File: src/lsm_pkg.sv
package lsm_pkg;

  // architectural register numbers, reset values, step, mask and field widths for the sequencer
  localparam logic [3:0]  SP_REG        = 4'hD;
  localparam logic [3:0]  PC_REG        = 4'hF;
  localparam logic [3:0]  REG_RESET     = 4'h0;
  localparam logic [31:0] WORD_STEP     = 32'h4;
  localparam logic [31:0] PC_ALIGN_MASK = 32'hFFFFFFFE;
  localparam logic [31:0] WORD_RESET    = 32'h0;
  localparam logic [15:0] LIST_RESET    = 16'h0;
  localparam int          OFFSET_W      = 13;
  localparam int          UNPRIV_OFF_W  = 8;

  // operations as presented by the instruction front end
  typedef enum logic [3:0] {
    OP_LOAD_UNPRIV,
    OP_STORE_UNPRIV,
    OP_LOAD_PCREL,
    OP_MULTI_WORD_LOAD,
    OP_MULTI_WORD_LOAD_ASCENDING,
    OP_FULL_DESCENDING_STACK_LOAD,
    OP_MULTI_WORD_LOAD_DESCENDING,
    OP_EMPTY_ASCENDING_STACK_LOAD,
    OP_MULTI_WORD_STORE,
    OP_MULTI_WORD_STORE_ASCENDING,
    OP_EMPTY_ASCENDING_STACK_STORE,
    OP_MULTI_WORD_STORE_DESCENDING,
    OP_FULL_DESCENDING_STACK_STORE,
    OP_STACK_PUSH,
    OP_STACK_POP
  } lsm_op_e;

  typedef enum logic [1:0] {
    SZ_BYTE,
    SZ_HALF,
    SZ_WORD,
    SZ_DUAL
  } lsm_size_e;

  typedef struct packed {
    logic load;
    logic desc;
    logic multi;
    logic pcrel;
    logic unpriv;
    logic stack;
  } lsm_dec_s;

  // aliases fold onto four multi-word forms; plain forms default to increment_after
  function automatic lsm_dec_s lsm_decode(input lsm_op_e op);
    lsm_dec_s d;
    d = '0;
    unique case (op)
      OP_LOAD_UNPRIV:                 begin d.load = 1'h1; d.unpriv = 1'h1; end
      OP_STORE_UNPRIV:                d.unpriv = 1'h1;
      OP_LOAD_PCREL:                  begin d.load = 1'h1; d.pcrel = 1'h1; end
      OP_MULTI_WORD_LOAD,
      OP_MULTI_WORD_LOAD_ASCENDING,
      OP_FULL_DESCENDING_STACK_LOAD:  begin d.load = 1'h1; d.multi = 1'h1; end
      OP_MULTI_WORD_LOAD_DESCENDING,
      OP_EMPTY_ASCENDING_STACK_LOAD:  begin d.load = 1'h1; d.multi = 1'h1; d.desc = 1'h1; end
      OP_MULTI_WORD_STORE,
      OP_MULTI_WORD_STORE_ASCENDING,
      OP_EMPTY_ASCENDING_STACK_STORE: d.multi = 1'h1;
      OP_MULTI_WORD_STORE_DESCENDING,
      OP_FULL_DESCENDING_STACK_STORE: begin d.multi = 1'h1; d.desc = 1'h1; end
      OP_STACK_PUSH:                  begin d.multi = 1'h1; d.desc = 1'h1; d.stack = 1'h1; end
      OP_STACK_POP:
      begin
        d.load  = 1'h1;
        d.multi = 1'h1;
        d.stack = 1'h1;
      end
      default:                        d = '0;
    endcase
    return d;
  endfunction

endpackage

File: src/lsm_extend.sv
`timescale 1ns/100ps
// picks the addressed lane out of a read word and widens it
module lsm_extend (
  // read data and access shape
  input  wire logic [31:0] rdata,
  input  wire logic [1:0]  lane,
  input  wire logic [1:0]  size,
  input  wire logic        sign,
  // widened result
  output logic      [31:0] word
);

  logic [31:0] shifted;

  always_comb
  begin
    shifted = rdata >> {lane, 3'h0};
    unique case (lsm_pkg::lsm_size_e'(size))
      lsm_pkg::SZ_BYTE: word = {{24{sign & shifted[7]}}, shifted[7:0]};
      lsm_pkg::SZ_HALF: word = {{16{sign & shifted[15]}}, shifted[15:0]};
      default:          word = rdata;
    endcase
  end

endmodule

File: src/lsm_unit.sv
`timescale 1ns/100ps
module lsm_unit (
  // clock and reset
  input  wire logic                    clock,
  input  wire logic                    rst,
  input  wire logic                    ce,
  // decoded instruction
  input  wire logic                    cmd_valid,
  output logic                         cmd_ready,
  input  wire lsm_pkg::lsm_op_e        cmd_op,
  input  wire logic [1:0]              cmd_size,
  input  wire logic                    cmd_signed,
  input  wire logic                    cmd_priv,
  input  wire logic [3:0]              cmd_rt,
  input  wire logic [3:0]              cmd_rt2,
  input  wire logic [3:0]              cmd_base,
  input  wire logic [12:0]             cmd_offset,
  input  wire logic [15:0]             cmd_list,
  input  wire logic                    cmd_writeback,
  input  wire logic [31:0]             cmd_pc,
  // register file
  output logic      [3:0]              reg_rd_addr,
  input  wire logic [31:0]             reg_rd_data,
  output logic                         reg_wr_en,
  output logic      [3:0]              reg_wr_addr,
  output logic      [31:0]             reg_wr_data,
  output logic                         branch_en,
  output logic      [31:0]             branch_target,
  output logic                         flags_we,
  // memory bus
  output logic                         mem_req,
  output logic                         mem_write,
  output logic      [1:0]              mem_size,
  output logic                         mem_unpriv,
  output logic      [31:0]             mem_addr,
  output logic      [31:0]             mem_wdata,
  input  wire logic                    mem_done,
  input  wire logic [31:0]             mem_rdata
);

  typedef enum {S_IDLE, S_ISSUE, S_WAIT, S_FINISH} lsm_state_e;

  function automatic logic [3:0] lowest_reg(input logic [15:0] m);
    logic [3:0] r;
    r = lsm_pkg::REG_RESET;
    for (int i = 15; i >= 0; i--)
      if (m[i])
        r = 4'(i);
    return r;
  endfunction

  function automatic logic [3:0] highest_reg(input logic [15:0] m);
    logic [3:0] r;
    r = lsm_pkg::REG_RESET;
    for (int i = 0; i < 16; i++)
      if (m[i])
        r = 4'(i);
    return r;
  endfunction

  lsm_state_e         state, next_state;
  lsm_pkg::lsm_dec_s  dec, next_dec;
  logic [1:0]         size, next_size;
  logic               sign, next_sign, unpriv, next_unpriv, wb_en, next_wb_en;
  logic               beat, next_beat;
  logic [3:0]         base_reg, next_base_reg, rt2, next_rt2, cur_reg, next_cur_reg;
  logic [15:0]        remain, next_remain;
  logic [31:0]        addr, next_addr, wb_value, next_wb_value;
  logic               next_mem_req, next_mem_write, next_mem_unpriv;
  logic [1:0]         next_mem_size;
  logic [31:0]        next_mem_addr, next_mem_wdata;
  logic               next_reg_wr_en, next_branch_en;
  logic [3:0]         next_reg_wr_addr;
  logic [31:0]        next_reg_wr_data, next_branch_target;
  lsm_pkg::lsm_dec_s  cmd_dec;
  logic [4:0]         count;
  logic [31:0]        span, ld_word;
  logic [15:0]        left;
  logic               more;

  lsm_extend u_extend (
    .rdata (mem_rdata),
    .lane  (addr[1:0]),
    .size  (size),
    .sign  (sign),
    .word  (ld_word)
  );

  assign cmd_dec     = lsm_pkg::lsm_decode(cmd_op);
  assign cmd_ready   = (state == S_IDLE);
  assign flags_we    = 1'h0;
  assign reg_rd_addr = (state == S_IDLE) ? (cmd_dec.stack ? lsm_pkg::SP_REG : cmd_base) : cur_reg;
  assign left        = remain & ~(16'h1 << cur_reg);
  assign more        = dec.multi ? (left != lsm_pkg::LIST_RESET) :
                       (size == lsm_pkg::SZ_DUAL && !beat);

  always_comb
  begin
    count = '0;
    for (int i = 0; i < 16; i++)
      count = count + {4'h0, cmd_list[i]};
    span = {25'h0, count - 5'h1, 2'h0};
  end

  always_comb
  begin
    next_state = state;  next_dec = dec;  next_size = size;  next_sign = sign;
    next_unpriv = unpriv;  next_wb_en = wb_en;  next_beat = beat;  next_base_reg = base_reg;
    next_rt2 = rt2;  next_cur_reg = cur_reg;  next_remain = remain;  next_addr = addr;
    next_wb_value = wb_value;  next_mem_req = mem_req;  next_mem_write = mem_write;
    next_mem_unpriv = mem_unpriv;  next_mem_size = mem_size;  next_mem_addr = mem_addr;
    next_mem_wdata = mem_wdata;  next_reg_wr_en = 1'h0;  next_reg_wr_addr = reg_wr_addr;
    next_reg_wr_data = reg_wr_data;  next_branch_en = 1'h0;  next_branch_target = branch_target;
    unique case (state)
      S_IDLE:
        if (cmd_valid)
        begin
          next_dec      = cmd_dec;
          next_size     = cmd_dec.multi ? lsm_pkg::SZ_WORD : cmd_size;
          next_sign     = cmd_signed & cmd_dec.load;
          next_unpriv   = cmd_dec.unpriv | ~cmd_priv;
          next_wb_en    = cmd_dec.multi & (cmd_writeback | cmd_dec.stack);
          next_base_reg = cmd_dec.stack ? lsm_pkg::SP_REG : cmd_base;
          next_rt2      = cmd_rt2;
          next_beat     = 1'h0;
          next_remain   = cmd_dec.multi ? cmd_list : lsm_pkg::LIST_RESET;
          next_cur_reg  = !cmd_dec.multi ? cmd_rt :
                          cmd_dec.desc ? highest_reg(cmd_list) : lowest_reg(cmd_list);
          next_wb_value = cmd_dec.desc ? reg_rd_data - span : reg_rd_data + span;
          if (cmd_dec.pcrel)
            next_addr = cmd_pc + {{19{cmd_offset[12]}}, cmd_offset};
          else if (cmd_dec.unpriv)
            next_addr = reg_rd_data + {24'h0, cmd_offset[7:0]};
          else
            next_addr = reg_rd_data;
          next_state = S_ISSUE;
        end
      S_ISSUE:
      begin
        next_mem_req    = 1'h1;
        next_mem_write  = ~dec.load;
        next_mem_unpriv = unpriv;
        next_mem_size   = (size == lsm_pkg::SZ_DUAL) ? lsm_pkg::SZ_WORD : size;
        next_mem_addr   = addr;
        unique case (lsm_pkg::lsm_size_e'(size))
          lsm_pkg::SZ_BYTE: next_mem_wdata = {4{reg_rd_data[7:0]}};
          lsm_pkg::SZ_HALF: next_mem_wdata = {2{reg_rd_data[15:0]}};
          default:          next_mem_wdata = reg_rd_data;
        endcase
        next_state = S_WAIT;
      end
      S_WAIT:
        if (mem_done)
        begin
          next_mem_req = 1'h0;
          if (dec.load && cur_reg == lsm_pkg::PC_REG)
          begin
            next_branch_en     = 1'h1;
            next_branch_target = ld_word & lsm_pkg::PC_ALIGN_MASK;
          end
          else if (dec.load)
          begin
            next_reg_wr_en   = 1'h1;
            next_reg_wr_addr = cur_reg;
            next_reg_wr_data = ld_word;
          end
          next_remain = left;
          if (more)
          begin
            next_addr    = dec.desc ? addr - lsm_pkg::WORD_STEP :
                           addr + lsm_pkg::WORD_STEP;
            next_cur_reg = !dec.multi ? rt2 : dec.desc ? highest_reg(left) : lowest_reg(left);
            next_beat    = 1'h1;
            next_state   = S_ISSUE;
          end
          else
            next_state = wb_en ? S_FINISH : S_IDLE;
        end
      S_FINISH:
      begin
        next_reg_wr_en   = 1'h1;
        next_reg_wr_addr = base_reg;
        next_reg_wr_data = wb_value;
        next_state       = S_IDLE;
      end
    endcase
  end

  always_ff @(posedge clock or posedge rst)
  begin
    if (rst)
    begin
      state <= S_IDLE;  dec <= '0;  size <= lsm_pkg::SZ_WORD;  sign <= 1'h0;
      unpriv <= 1'h0;  wb_en <= 1'h0;  beat <= 1'h0;  base_reg <= lsm_pkg::REG_RESET;
      rt2 <= lsm_pkg::REG_RESET;  cur_reg <= lsm_pkg::REG_RESET;  remain <= lsm_pkg::LIST_RESET;
      addr <= lsm_pkg::WORD_RESET;  wb_value <= lsm_pkg::WORD_RESET;  mem_req <= 1'h0;
      mem_write <= 1'h0;  mem_unpriv <= 1'h0;  mem_size <= lsm_pkg::SZ_WORD;
      mem_addr <= lsm_pkg::WORD_RESET;  mem_wdata <= lsm_pkg::WORD_RESET;  reg_wr_en <= 1'h0;
      reg_wr_addr <= lsm_pkg::REG_RESET;  reg_wr_data <= lsm_pkg::WORD_RESET;
      branch_en <= 1'h0;  branch_target <= lsm_pkg::WORD_RESET;
    end
    else if (ce)
    begin
      state <= next_state;  dec <= next_dec;  size <= next_size;  sign <= next_sign;
      unpriv <= next_unpriv;  wb_en <= next_wb_en;  beat <= next_beat;  base_reg <= next_base_reg;
      rt2 <= next_rt2;  cur_reg <= next_cur_reg;  remain <= next_remain;  addr <= next_addr;
      wb_value <= next_wb_value;  mem_req <= next_mem_req;  mem_write <= next_mem_write;
      mem_unpriv <= next_mem_unpriv;  mem_size <= next_mem_size;  mem_addr <= next_mem_addr;
      mem_wdata <= next_mem_wdata;  reg_wr_en <= next_reg_wr_en;  reg_wr_addr <= next_reg_wr_addr;
      reg_wr_data <= next_reg_wr_data;  branch_en <= next_branch_en;
      branch_target <= next_branch_target;
    end
  end

  logic take, done;
  assign take = ce && state == S_IDLE && cmd_valid;
  assign done = ce && state == S_WAIT && mem_done;
endmodule

File: config.mk
export PLATFORM = sky130hd
export DESIGN_NAME = lsm_unit
export DESIGN_NICKNAME = d
export VERILOG_FILES = /design/src/lsm_pkg.sv /design/src/lsm_extend.sv /design/src/lsm_unit.sv
export SDC_FILE = /design/constraint.sdc
export NUM_CORES = 1
export LEC_CHECK = 0
export BUFFER_PORTS_ARGS = -buffer_cell sky130_fd_sc_hd__buf_2
export CAP_MARGIN = 15
export CORE_UTILIZATION = 50
export DETAILED_ROUTE_END_ITERATION = 12
export HOLD_SLACK_MARGIN = 0.06
export PLACE_DENSITY_LB_ADDON = 0.05
export SLEW_MARGIN = 5
export SYNTH_ARGS = -nofsm -noshare
export SYNTH_HDL_FRONTEND = slang
export SYNTH_SLANG_ARGS = --single-unit
export TNS_END_PERCENT = 100
File: constraint.sdc
create_clock -name clock -period 25.4 [get_ports clock]
set_clock_uncertainty 0.2 [all_clocks]
set_input_delay 3.81 -clock clock [delete_from_list [all_inputs] [get_ports clock]]
set_output_delay 3.81 -clock clock [all_outputs]
set_load 0.01 [all_outputs]
Word level (Yosys, flattened, before mapping)
Cells that the tools add are included.
{ "word_totals": {"elab_cells": 230, "regBits": 271, "output_inout_bits": 145, "input_bits": 151} }
{ "op_classes": {"mux": 121, "n_shift": 2, "n_reduce_logical": 24, "n_eq_ne": 25, "add_sub_neg": 22, "bitwise": 10} }
{ "op_table": {"columns": ["op", "n"], "rows": [
  ["2-to-1 mux 32 bit", 12],
  ["2-to-1 mux 4 bit", 72],
  ["case mux 32 bit (2 select lines)", 4],
  ["case mux 32 bit (4 select lines)", 1],
  ["equality test 32 x 2 -> 1 bit, second input constant", 2],
  ["logical NOT 32 bit", 2],
  ["adder 5 x 1 -> 5 bit", 11],
  ["2-to-1 mux 16 bit", 3],
  ["adder 32 x 3 -> 32 bit, second input constant", 1],
  ["adder 32 bit", 1],
  ["adder 32 x 7 -> 32 bit", 1],
  ["adder 32 x 8 -> 32 bit", 1],
  ["equality test 32 x 1 -> 1 bit, second input constant", 1],
  ["equality test 4 bit, second input constant", 8],
  ["case mux 16 bit (2 select lines)", 1],
  [">> shifter 32 x 5 -> 16 bit", 1],
  ["subtractor 32 x 3 -> 32 bit, second input constant", 1],
  ["subtractor 32 x 7 -> 32 bit", 1],
  ["2-to-1 mux 1 bit", 19],
  ["bitwise AND 16 bit", 1],
  ["equality test 4 x 3 -> 1 bit, second input constant", 4],
  ["inverter 16 bit", 1],
  ["case mux 4 bit (2 select lines)", 2],
  ["nonzero test 16 bit", 1],
  ["other kinds (29)", 52]
]} }

Depth between registers and ports, before layout
Gate-level depths: netlist of the first run.
{ "depth": {"word_depth": 24, "ltp_mapped": 27, "depth_no_buf": 27} }

Hierarchy
From an unflattened synthesis of the first run, not the netlist that was laid out.
{ "hier_totals": {"cells_unflattened": 2020, "area_unflattened_um2": 17490.5} }
{ "by_module_without_submodules": {"columns": ["module", "n_inst", "cells_each", "area_per_inst_um2", "seq_area_each_um2"], "rows": [
  ["lsm_unit", 1, 1908, 16753.6, 6033.3],
  ["lsm_extend", 1, 112, 737.0, 0.0]
]} }

Least setup slack after synthesis of the first run
OpenSTA, ideal clock, no wires.
{ "synth_timing": {"kind": "input port to flip-flop", "startpoint": "input port cmd_list[4]", "endpoint": "register wb_value[29]", "path_stages": 25, "t_required_ns": 25.110, "setup_time_ns": 0.090, "path_slack_ns": 15.663, "t_arrival_ns": 9.448, "path_buffers": 0, "cell_sequence": "inv_1 fa_1 fa_1 fa_1 fa_1 fa_1 inv_1 fa_1 a21o_1 a21oi_1 xnor2_1 nor2_1 nor2_1 nor2_1 ha_1 a21o_1 a21oi_1 o21ai_0 o2111ai_1 a21oi_1 a31o_2 nand4_1 a31oi_1 or4b_1 o2111ai_1"} }
{ "synth_via": {"elab_chain_len": 15, "word_cells_on_any_way": 16, "cone_classes": "15 x add/sub; 1 x mux"} }
{ "synth_rtl": {"columns": ["item", "line", "text"], "rows": [
  ["from (decl)", "lsm_unit.sv:18", "input wire logic [15:0] cmd_list,"],
  ["adder 4 x 1 -> 5 bit (*)", "lsm_unit.sv:101", "count = count + {4'h0, cmd_list[i]};"],
  ["adder 5 x 1 -> 5 bit (*) (11 in series)", "lsm_unit.sv:101", null],
  ["subtractor 5 x 1 -> 5 bit (*)", "lsm_unit.sv:102", "span = {25'h0, count - 5'h1, 2'h0};"],
  ["adder 32 x 7 -> 32 bit / subtractor 32 x 7 -> 32 bit (equally long branches)", "lsm_unit.sv:129", "next_wb_value = cmd_dec.desc ? reg_rd_data - span : reg_rd_data + span;"],
  ["2-to-1 mux 32 bit (*)", "lsm_unit.sv:129", null],
  ["to (signal assigned)", "lsm_unit.sv:207", "wb_value <= next_wb_value; mem_req <= next_mem_req; mem_write <= next_mem_write;"],
  ["to (decl)", "lsm_unit.sv:68", "logic [31:0] addr, next_addr, wb_value, next_wb_value;"]
]} }
Every way passes the cells marked *; elsewhere a longest branch is shown, timed or not.
A chain may end at the register's enable or synchronous reset.

Worst setup path in the final report of the first run
Same ends and word-level chain as after synthesis.

==> results of run 1 <==
## cell type report
cell class,count,area share
inverter,71,0.0136
clock inverter,8,0.00391
timing repair buffer,315,0.0815
antenna,6,0.000744
multi-input combinational,1653,0.531
sequential,241,0.299
clock buffer,43,0.0431
tap,448,0.0278
## how the worst min path moves through the flow
stage	from	endpoint	slack, ns
after CTS	rt2[1]$_DFFE_PP0P_	rt2[1]$_DFFE_PP0P_	0.27
after global placement	rt2[3]$_DFFE_PP0P_	rt2[3]$_DFFE_PP0P_	0.26
after detailed placement	rt2[1]$_DFFE_PP0P_	rt2[1]$_DFFE_PP0P_	0.26
after floorplan	rt2[3]$_DFFE_PP0P_	rt2[3]$_DFFE_PP0P_	0.24
final	reg_wr_data[22]$_DFFE_PP0P_	reg_wr_data[22]$_DFFE_PP0P_	0.27
after global routing	reg_wr_addr[1]$_DFFE_PP0P_	reg_wr_addr[1]$_DFFE_PP0P_	0.29
## kinds of logic (layout without fill, tap and decap cells)
| group | Yosys count | count (layout) | synth area share |
|---|---|---|---|
| compound gates | 694 | 694 | 0.241 |
| simple gates | 621 | 621 | 0.158 |
| flops | 241 | 241 | 0.347 |
| buf+inv | 176 | 437 | 0.0403 |
| fa+ha+maj | 118 | 118 | 0.0913 |
| mux | 112 | 112 | 0.0695 |
| xor+xnor | 106 | 106 | 0.0533 |
| other cells | 1 | 8 | 0.000215 |
## power by group
| part | internal, mW | switching [mW] | total (mW) |
|---|---|---|---|
| registers | 0.542 | 0.130 | 0.671 |
| logic | 0.602 | 0.865 | 1.47 |
| clock network | 0.245 | 0.174 | 0.419 |
| total | 1.39 | 1.17 | 2.56 |
## worst max-delay path: stages
cell	delay, ns
buf_2	0.14
inv_1	0.10
fa_1	0.58
fa_1	0.44
fa_1	0.51
fa_1	0.53
fa_1	0.16
inv_1	0.06
fa_1	0.40
a21o_1	0.17
a21oi_1	0.17
xnor2_1	0.14
nor2_1	0.14
nor2_1	0.08
a21oi_1	0.77
ha_1	0.45
a21oi_1	0.18
nor2b_1	0.06
o21ai_0	0.15
nand2b_1	0.11
nor3b_1	0.19
a21oi_1	0.15
a31o_2	0.30
nand4_1	0.15
a31oi_1	0.12
or4b_1	0.48
o2111ai_1	0.10
## layer usage
metal  global-route usage  vias to the layer above
met2                0.489                      616
met4               0.0958                        8
met1                0.447                     7810
li1                     -                     7888
met5                    0                        -
met3               0.0592                      107
## layout by cell type, fill, tap and decap left out, drive strengths merged, types with 11 or more instances in the layout
master  count
nand4      14
a221oi     11
a31oi      32
dfrtp     239
xnor2      56
mux2i      53
nor2b      26
buf       315
o21ai     275
xor2       50
a211oi     30
nand2b     16
nor2      165
a21o       44
and3       16
o21bai     24
nand3      30
fa         15
clkbuf     43
ha        103
nor3       24
mux2       58
o21a       15
o211ai     12
nand2     282
a21oi     178
inv        71
## stage by stage
stage / worst slack [ns] / area [µm²] / utilization / std cells
floorplan: 14.78 / 17400 / - / 2070
global placement: 14.65 / 19200 / 0.567 / 2727
detailed placement: 14.56 / 19200 / 0.567 / 2727
CTS: 15.12 / 20100 / 0.595 / 2778
global route: 14.74 / 20200 / 0.596 / 2780
finish: 15.03 / 20200 / 0.596 / 2785
==> reports/qor.csv, run 1 <==
metric,value,unit
status,completed,
drt-initial-drc-count,1268,
port_buffers,293,
r2r_end,addr[30]$_DFFE_PP0P_,
slew_headroom,0.266,
routed.top_layer,met5,
synthCells,2069,
grt_max_degree,117,
drt-met1-wl,25600,µm
rows,67,
synth_common_cells,"nand2_1, o21ai_0, dfrtp_1",
dr.pass1.iters,5,
synth_top_area_frac,0.344,
routed_wl,56400,µm
die_h,189,µm
synth_ff_type,dfrtp_1,
crit_start,cmd_list[4],
cp.arrival,10.65,ns
h-tree-depth,1,
die_w,189,µm
leakagePower,9.69,nW
register_area,6030,µm²
rsz0062_at_grt,false,
viasPerCell,5.90,
drcViolationCount,0,
clk_pin_slew,0.06,ns
clock_path_buffers,3,
antenna_found_initial,8,
fin_crit,10.37,ns
wl_met2,24600,µm
gp_congestion,0.938,
maxSlewViolCount,0,
ctsResizeCount,0,
hold_slack,0.271,ns
grt_util_all_layers,0.316,
max_cap_violations,0,
hold_buffers,0,
worstMarginPinSlew,1.07,ns
power,2.56,mW
drt-wirelength-per-cell,20.2,µm
final-setup-viol-count,0,
synthArstFlopShare,1.00,
drive_gt1_frac,0.193,
globalRoute.totalOverflow,0,
fillers,3198,
cts_setup_buffers,0,
routed-wl-met3,4540,µm
yosysWarnings,0,
io_pins,296,
path_max_fanout,6,
finalHoldViolCount,0,
die_area,35600,µm²
ys_types,82,
start_util,0.514,
cts_tree,yes,
synth_area_leaders,"dfrtp_1, o21ai_0, ha_1",
grt_pass1_wl,88200,µm
end_kind,register,
crit_end,wb_value[29]$_DFFE_PP0P_,
area_growth,15.9,%
syn_area,17400,µm²
power_density,127,nW/µm²
syn_area_per_cell,8.41,µm²
startpoint_type,input port,
cts_buffers,30,
holdPathStages,2,
ys_ff_latch,241,
required,25.68,ns
core,33900,µm²
multiInputGateArea,10700,µm²
crit_type,in -> reg,
worstSkewPairLatency,0.57,ns
vias,16400,
first_global_vias,15800,
yosysSeqAreaShare,0.347,
yosysMostFrequentCell,nand2_1,
yosys.area.top_type,dfrtp_1,
dp_hpwl,42100,µm
max_freq,96.4,MHz
reg2reg_slack,21.22,ns
finalSetupTns,0,ns
timing.rr.start,dec[4]$_DFFE_PP0P_,
ir_drop,72.2,µV
holdCritPathClass,reg -> reg,
synth_edf_count,0,
worst-r2r-cell-count,14,
final_nets,2581,
finalCritPeriodShare,0.408,
clockRootBuffer,clkbuf_16,
cts.sinks,241,
ant_nets,0,
Note: power is estimated with default switching activity, not from simulation.
==> run 2: changes to the inputs <==
- clock period: 25.4 -> 9.4 ns (I/O delays scaled with it)
==> run 2 against run 1 <==
Effect of this change:
- non-clock buffer count decreased by 1
- clock-buffer cell count is 3 higher
- global-route usage is 0.76 points lower
- critical path depth is 2 lower
- core utilization is essentially flat
- clock power rose to 2.7 times the previous value
- die area stayed put
- power rose to 2.7 times the previous value
- first-iteration DRC count shrank 1.7%
==> reports/qor.csv, run 2 (synthesized netlist as in run 1, its figures left out) <==
metric,value,unit,change
status,completed,,
ir_drop,214,µV,+200%
grt_pass1_wl,86100,µm,-2.3%
die_w,189,µm,unchanged
max_cap_violations,0,,unchanged
place_ws,1.30,ns,-13.26 ns
cts_tree,yes,,
final_cell_mix,"buf_2, nand2_1, o21ai_0",,
cts.sinks,241,,unchanged
cts_setup_buffers,0,,unchanged
grt_util_all_layers,0.308,,-0.00763
slew_headroom,0.232,,-0.0346
pwr-share-seq,0.265,,+0.003
finalHoldViolCount,0,,unchanged
whs_endpoint,rt2[1]$_DFFE_PP0P_,,
ctsResizeCount,0,,unchanged
drt-initial-drc-count,1247,,-1.7%
crit_type,in -> reg,,
drive_gt1_frac,0.192,,-0.00102
die_h,189,µm,unchanged
required,9.67,ns,-16.01 ns
grt_max_degree,113,,-3.4%
critPathSlowestCell,nor2_1,,
rsz0062_at_grt,false,,
hold_buffers,0,,unchanged
power_density,344,nW/µm²,+170%
viasPerCell,5.91,,+0.19%
cp.arrival,7.85,ns,-2.80 ns
hold_slack,0.270,ns,-0.000923 ns
power,6.94,mW,+170%
maxSlewViolCount,0,,unchanged
timing.rr.start,dec[4]$_DFFE_PP0P_,,
end_kind,register,,
max_freq,132,MHz,
crit_top_cell,fa_1,,
drcViolationCount,0,,unchanged
io_pins,296,,unchanged
die_area,35600,µm²,unchanged
clk_pin_slew,0.06,ns,about the same
port_buffers,293,,unchanged
path_max_fanout,6,,unchanged
clockRootBuffer,clkbuf_16,,
clock_path_buffers,3,,unchanged
dr.pass1.iters,5,,unchanged
ant_nets,0,,unchanged
first_global_vias,15100,,-4.4%
drt-wirelength-per-cell,20.2,µm,-0.26%
start_util,0.514,,unchanged
worst-r2r-cell-count,14,,unchanged
hold_start,rt2[1]$_DFFE_PP0P_,,
reg2reg_slack,5.22,ns,-16.00 ns
rows,67,,unchanged
final_nets,2579,,-0.077%
finalSetupTns,0,ns,unchanged
startpoint_type,input port,,
p_clk_frac,0.166,,+0.002
combPwrFrac,0.569,,-0.005
setup_slack,1.81,ns,-13.22 ns
globalRoute.totalOverflow,0,,unchanged
power_switching_share,0.456,,-0.00127
holdPathStages,2,,unchanged
power.internal,3.77,mW,+170%
routed_wl,56200,µm,-0.30%
worstSkewPairLatency,0.56,ns,about the same
fin_crit,7.59,ns,
finalCritPeriodShare,0.807,,
antenna_found_initial,6,,-2
worstMarginPinSlew,1.12,ns,+0.0504 ns
vias,16500,,+0.16%
critPathMaxStageDelay,0.61,ns,-0.16 ns
area_growth,16.0,%,about the same
h-tree-depth,1,,unchanged
r2r_end,addr[26]$_DFFE_PP0P_,,
gp_congestion,0.926,,-1.3%
cts_buffers,29,,-3.3%
layout_commonest_cell,buf_2,,
leakagePower,9.69,nW,about the same
final-setup-viol-count,0,,unchanged
holdCritPathClass,reg -> reg,,
p_sw,3.16,mW,+170%
core,33900,µm²,unchanged
dp_hpwl,41800,µm,-0.70%
## run 2: changes by cell type in the layout (fill, tap and decap cells not counted)
cell	delta
clkinv_8	-1
bufinv_16	+1
clkinv_4	+1
clkbuf_1	+4
buf_4	-1
clkinv_2	-4
clkbuf_16	-1
diode_2	-3
inv_6	+3
## run 2: power by group through the flow
stage | logic [mW] | registers (mW) | clock network, mW
6_report | 3.95 | 1.84 | 1.15
5_1_grt | 4.37 | 1.89 | 1.21
4_1_cts | 3.93 | 1.84 | 1.17
3_5_place_dp | 3.89 | 1.85 | 0
3_3_place_gp | 3.83 | 1.84 | 0
2_1_floorplan | 2.84 | 1.79 | 0
## run 2: how the worst max path moves through the flow
| stage | start | endpoint | slack [ns] | depth (start not counted) |
|---|---|---|---|---|
| final | cmd_list[4] | wb_value[29]$_DFFE_PP0P_ | 1.81 | 25 |
| after global routing | cmd_list[4] | wb_value[30]$_DFFE_PP0P_ | 1.46 | 26 |
| after detailed placement | cmd_list[4] | wb_value[29]$_DFFE_PP0P_ | 1.30 | 25 |
| after CTS | cmd_list[4] | wb_value[29]$_DFFE_PP0P_ | 1.85 | 25 |
| after global placement | cmd_list[4] | wb_value[29]$_DFFE_PP0P_ | 1.42 | 25 |
| after floorplan | rst | addr[0]$_DFFE_PP0P_ | 1.18 | 1 |
## run 2: final cells by class
class / instances / area (µm²)
repair buffers: 314 / 1640
inverters: 71 / 274
clock inverters: 8 / 108
well taps: 448 / 561
flip-flops and latches: 241 / 6030
fillers: 3123 / 13700
clock buffers: 46 / 860
multi-input cells: 1653 / 10700
diodes: 3 / 7.51
## run 2: critical path, delay by kind of cell
| kind | cells | cell delay, ns |
|---|---|---|
| XOR/XNOR | 1 | 0.13 |
| AND/OR/NAND/NOR | 5 | 1.43 |
| AO/OA/AOI/OAI | 9 | 1.50 |
| adder cells (fa/ha/maj) | 7 | 3.08 |
| buffers and inverters | 3 | 0.29 |
## run 2: per-layer routing
| metal | global-route usage | part of all wire | vias up |
|---|---|---|---|
| met5 | 0 | 0.00041 | - |
| met4 | 0.0723 | 0.023 | 4 |
| met3 | 0.0479 | 0.072 | 81 |
| met2 | 0.482 | 0.44 | 631 |
| met1 | 0.447 | 0.46 | 7830 |
| li1 | - | - | 7909 |
## run 2: per-stage QoR
step | std cells | cell area [µm²] | util
2_1_floorplan | 2070 | 17400 | -
3_3_place_gp | 2726 | 19200 | 0.567
3_5_place_dp | 2726 | 19200 | 0.567
4_1_cts | 2780 | 20200 | 0.595
5_1_grt | 2781 | 20200 | 0.596
6_report | 2784 | 20200 | 0.596
==> run 3: changes to the inputs <==
- ABC_AREA: default -> 1
- clock period: 9.4 -> 7.1 ns (I/O delays scaled with it)
==> run 3 against run 2 <==
Effect of this change:
- core utilization increased by 0.096 points
- synthesized area grew 3.9%
- clock-buffer cell count down 8
- global-route usage rose by 3.4 points
- register-to-register slack worse by 2.7 ns
- die area up 3.9%
- combinational power rose by 31%
- critical path type unchanged
- largest cell class unchanged
==> reports/qor.csv, run 3 <==
metric,value,unit,change
crit_top_cell,fa_1,,
gr-max-usage-layer,met2,,
synth_ff_type,dfrtp_1,,
fin_crit,6.68,ns,
rows,69,,+3.0%
setup_slack,0.424,ns,-1.39 ns
drcViolationCount,0,,unchanged
die_w,192,µm,+1.9%
met1_usage,0.465,,+0.0186
fillers,3504,,+12%
die_h,192,µm,+1.9%
multiInputGateArea,10700,µm²,unchanged
ant_nets,0,,unchanged
place_ws,-0.110,ns,-1.41 ns
h-tree-depth,1,,unchanged
syn_area,18100,µm²,+3.9%
hold_buffers,0,,unchanged
synth_common_cells,"nand2_1, o21ai_0, a21oi_1",,
worstMarginPinSlew,1.12,ns,+0.00423 ns
yosysSeqAreaShare,0.333,,-0.0131
gp_congestion,1.01,,+8.8%
yosys.area.top_type,dfrtp_1,,
critPathMaxStageDelay,0.57,ns,-0.04 ns
final-setup-viol-count,0,,unchanged
start_util,0.509,,-0.00538
core,35600,µm²,+5.0%
ir_drop,321,µV,+50%
vias,19400,,+18%
cts.sinks,241,,unchanged
grt_util_all_layers,0.342,,+0.0341
worstSkewPairLatency,0.57,ns,about the same
cts_setup_buffers,0,,unchanged
globalRoute.totalOverflow,0,,unchanged
synth_top_area_frac,0.331,,-0.0130
finalHoldViolCount,0,,unchanged
required,7.35,ns,-2.32 ns
grt_pass1_wl,98000,µm,+14%
layout_commonest_cell,nand2_1,,
ctsResizeCount,0,,unchanged
met3_usage,0.0373,,-0.0106
grtUsageMet2,0.551,,+0.0693
ys_ff_latch,241,,unchanged
power_density,437,nW/µm²,+27%
critPathSlowestCell,fa_1,,
startpoint_type,input port,,
syn_area_per_cell,6.89,µm²,-18%
clock_path_buffers,3,,unchanged
cp.arrival,6.92,ns,-0.93 ns
antenna_found_initial,3,,-3
die_area,36900,µm²,+3.9%
finalCritPeriodShare,0.940,,
routed_wl,64200,µm,+14%
first_global_vias,17700,,+17%
leakagePower,10.9,nW,+13%
final_cell_mix,"nand2_1, buf_2, o21ai_0",,
register_area,6030,µm²,unchanged
maxSlewViolCount,0,,unchanged
synth_edf_count,0,,unchanged
slew_headroom,0.248,,+0.0158
max_freq,150,MHz,
grt_max_degree,171,,+51%
dr.pass1.iters,6,,+1
end_kind,register,,
path_max_fanout,4,,-2
cts_tree,yes,,
port_buffers,293,,unchanged
yosysMostFrequentCell,nand2_1,,
crit_type,in -> reg,,
drt-wirelength-per-cell,18.9,µm,-6.2%
status,completed,,
cts_buffers,28,,-3.4%
ys_types,55,,-33%
yosysWarnings,0,,unchanged
drt-initial-drc-count,1589,,+27%
clk_pin_slew,0.06,ns,about the same
max_cap_violations,0,,unchanged
final_core_utilization,0.597,,+0.000965
synthCells,2626,,+27%
viasPerCell,5.71,,-3.5%
rsz0062_at_grt,false,,
synth_area_leaders,"dfrtp_1, nand2_1, o21ai_0",,
area_growth,17.4,%,
io_pins,296,,unchanged
post-route-cell-area,21200,µm²,+5.2%
dp_hpwl,49500,µm,+19%
holdCritPathClass,reg -> reg,,
clockRootBuffer,clkbuf_16,,
synthArstFlopShare,1.00,,unchanged
drive_gt1_frac,0.154,,-0.0380
place_area,20200,µm²,+5.0%
final_nets,3174,,+23%
run 3: cell count changes in the layout (fill, tap and decap cells not counted), sizes merged, moves of 27 or more:
cell	previous run	this run
o21ai	275	322
mux2	58	0
a21o	44	5
a21oi	178	266
xnor2	56	26
inv	74	256
nand2	282	686
nand3	30	101
nor2	165	225
mux2i	53	1
a211oi	30	3
buf	314	343
run 3: routing by layer:
layer | up-vias | wire, µm
met1 | 9020 | 27400
met5 | - | 0
met4 | 0 | 2780
li1 | 9364 | -
met2 | 834 | 29100
met3 | 137 | 4970
run 3: area by class of cell:
type / instances / area share
clock inverter: 14 / 0.0120
clock buffer: 38 / 0.0381
multi-input combinational: 2029 / 0.504
antenna: 4 / 0.000471
tap: 461 / 0.0272
timing repair buffer: 343 / 0.0873
sequential: 241 / 0.284
inverter: 262 / 0.0466
run 3: cell families after synthesis:
family	count (synthesis)	share of synthesized area
compound gates	729	0.221
flops	241	0.333
fa+ha+maj	118	0.0878
simple gates	1126	0.256
buf+inv	357	0.0757
mux	1	0.000553
xor+xnor	53	0.0257
other cells	1	0.000207
run 3: worst max-delay path, delay by kind of cell:
family | cells | cell delay (ns)
compound gates | 7 | 1.15
fa+ha+maj | 9 | 3.49
buf+inv | 6 | 0.57
simple gates | 7 | 0.66
run 3: where the power goes:
part	leakage (nW)	internal, mW	switching [mW]	total, mW
Sequential	2.97	1.96	0.476	2.43
Clock	0.521	1.05	0.619	1.67
Combinational	7.43	1.89	3.29	5.18
Total	10.9	4.89	4.39	9.28
run 3: worst paths after layout:
path	startpoint	end	slack, ns	cells past startpoint
max in group asynchronous	rst	mem_addr[23]$_DFFE_PP0P_	5.10	3
setup reg to reg	size[1]$_DFFE_PP1P_	addr[22]$_DFFE_PP0P_	2.53	10
hold / removal	mem_addr[14]$_DFFE_PP0P_	mem_addr[14]$_DFFE_PP0P_	0.26	2
min in group asynchronous	rst	remain[6]$_DFFE_PP0P_	0.31	2
hold reg to reg	mem_addr[14]$_DFFE_PP0P_	mem_addr[14]$_DFFE_PP0P_	0.26	2
setup / recovery	cmd_list[4]	wb_value[25]$_DFFE_PP0P_	0.42	29
run 3: per-stage QoR:
stage	setup TNS (ns)	power [mW]	std cells	hold WS, ns
5_1_grt	0	10.0	3390	0.289
3_3_place_gp	-0.0174	7.46	3335	0.249
2_1_floorplan	0	5.81	2627	0.242
3_5_place_dp	-0.305	7.54	3336	0.253
4_1_cts	0	9.25	3388	0.268
6_report	0	9.28	3392	0.264
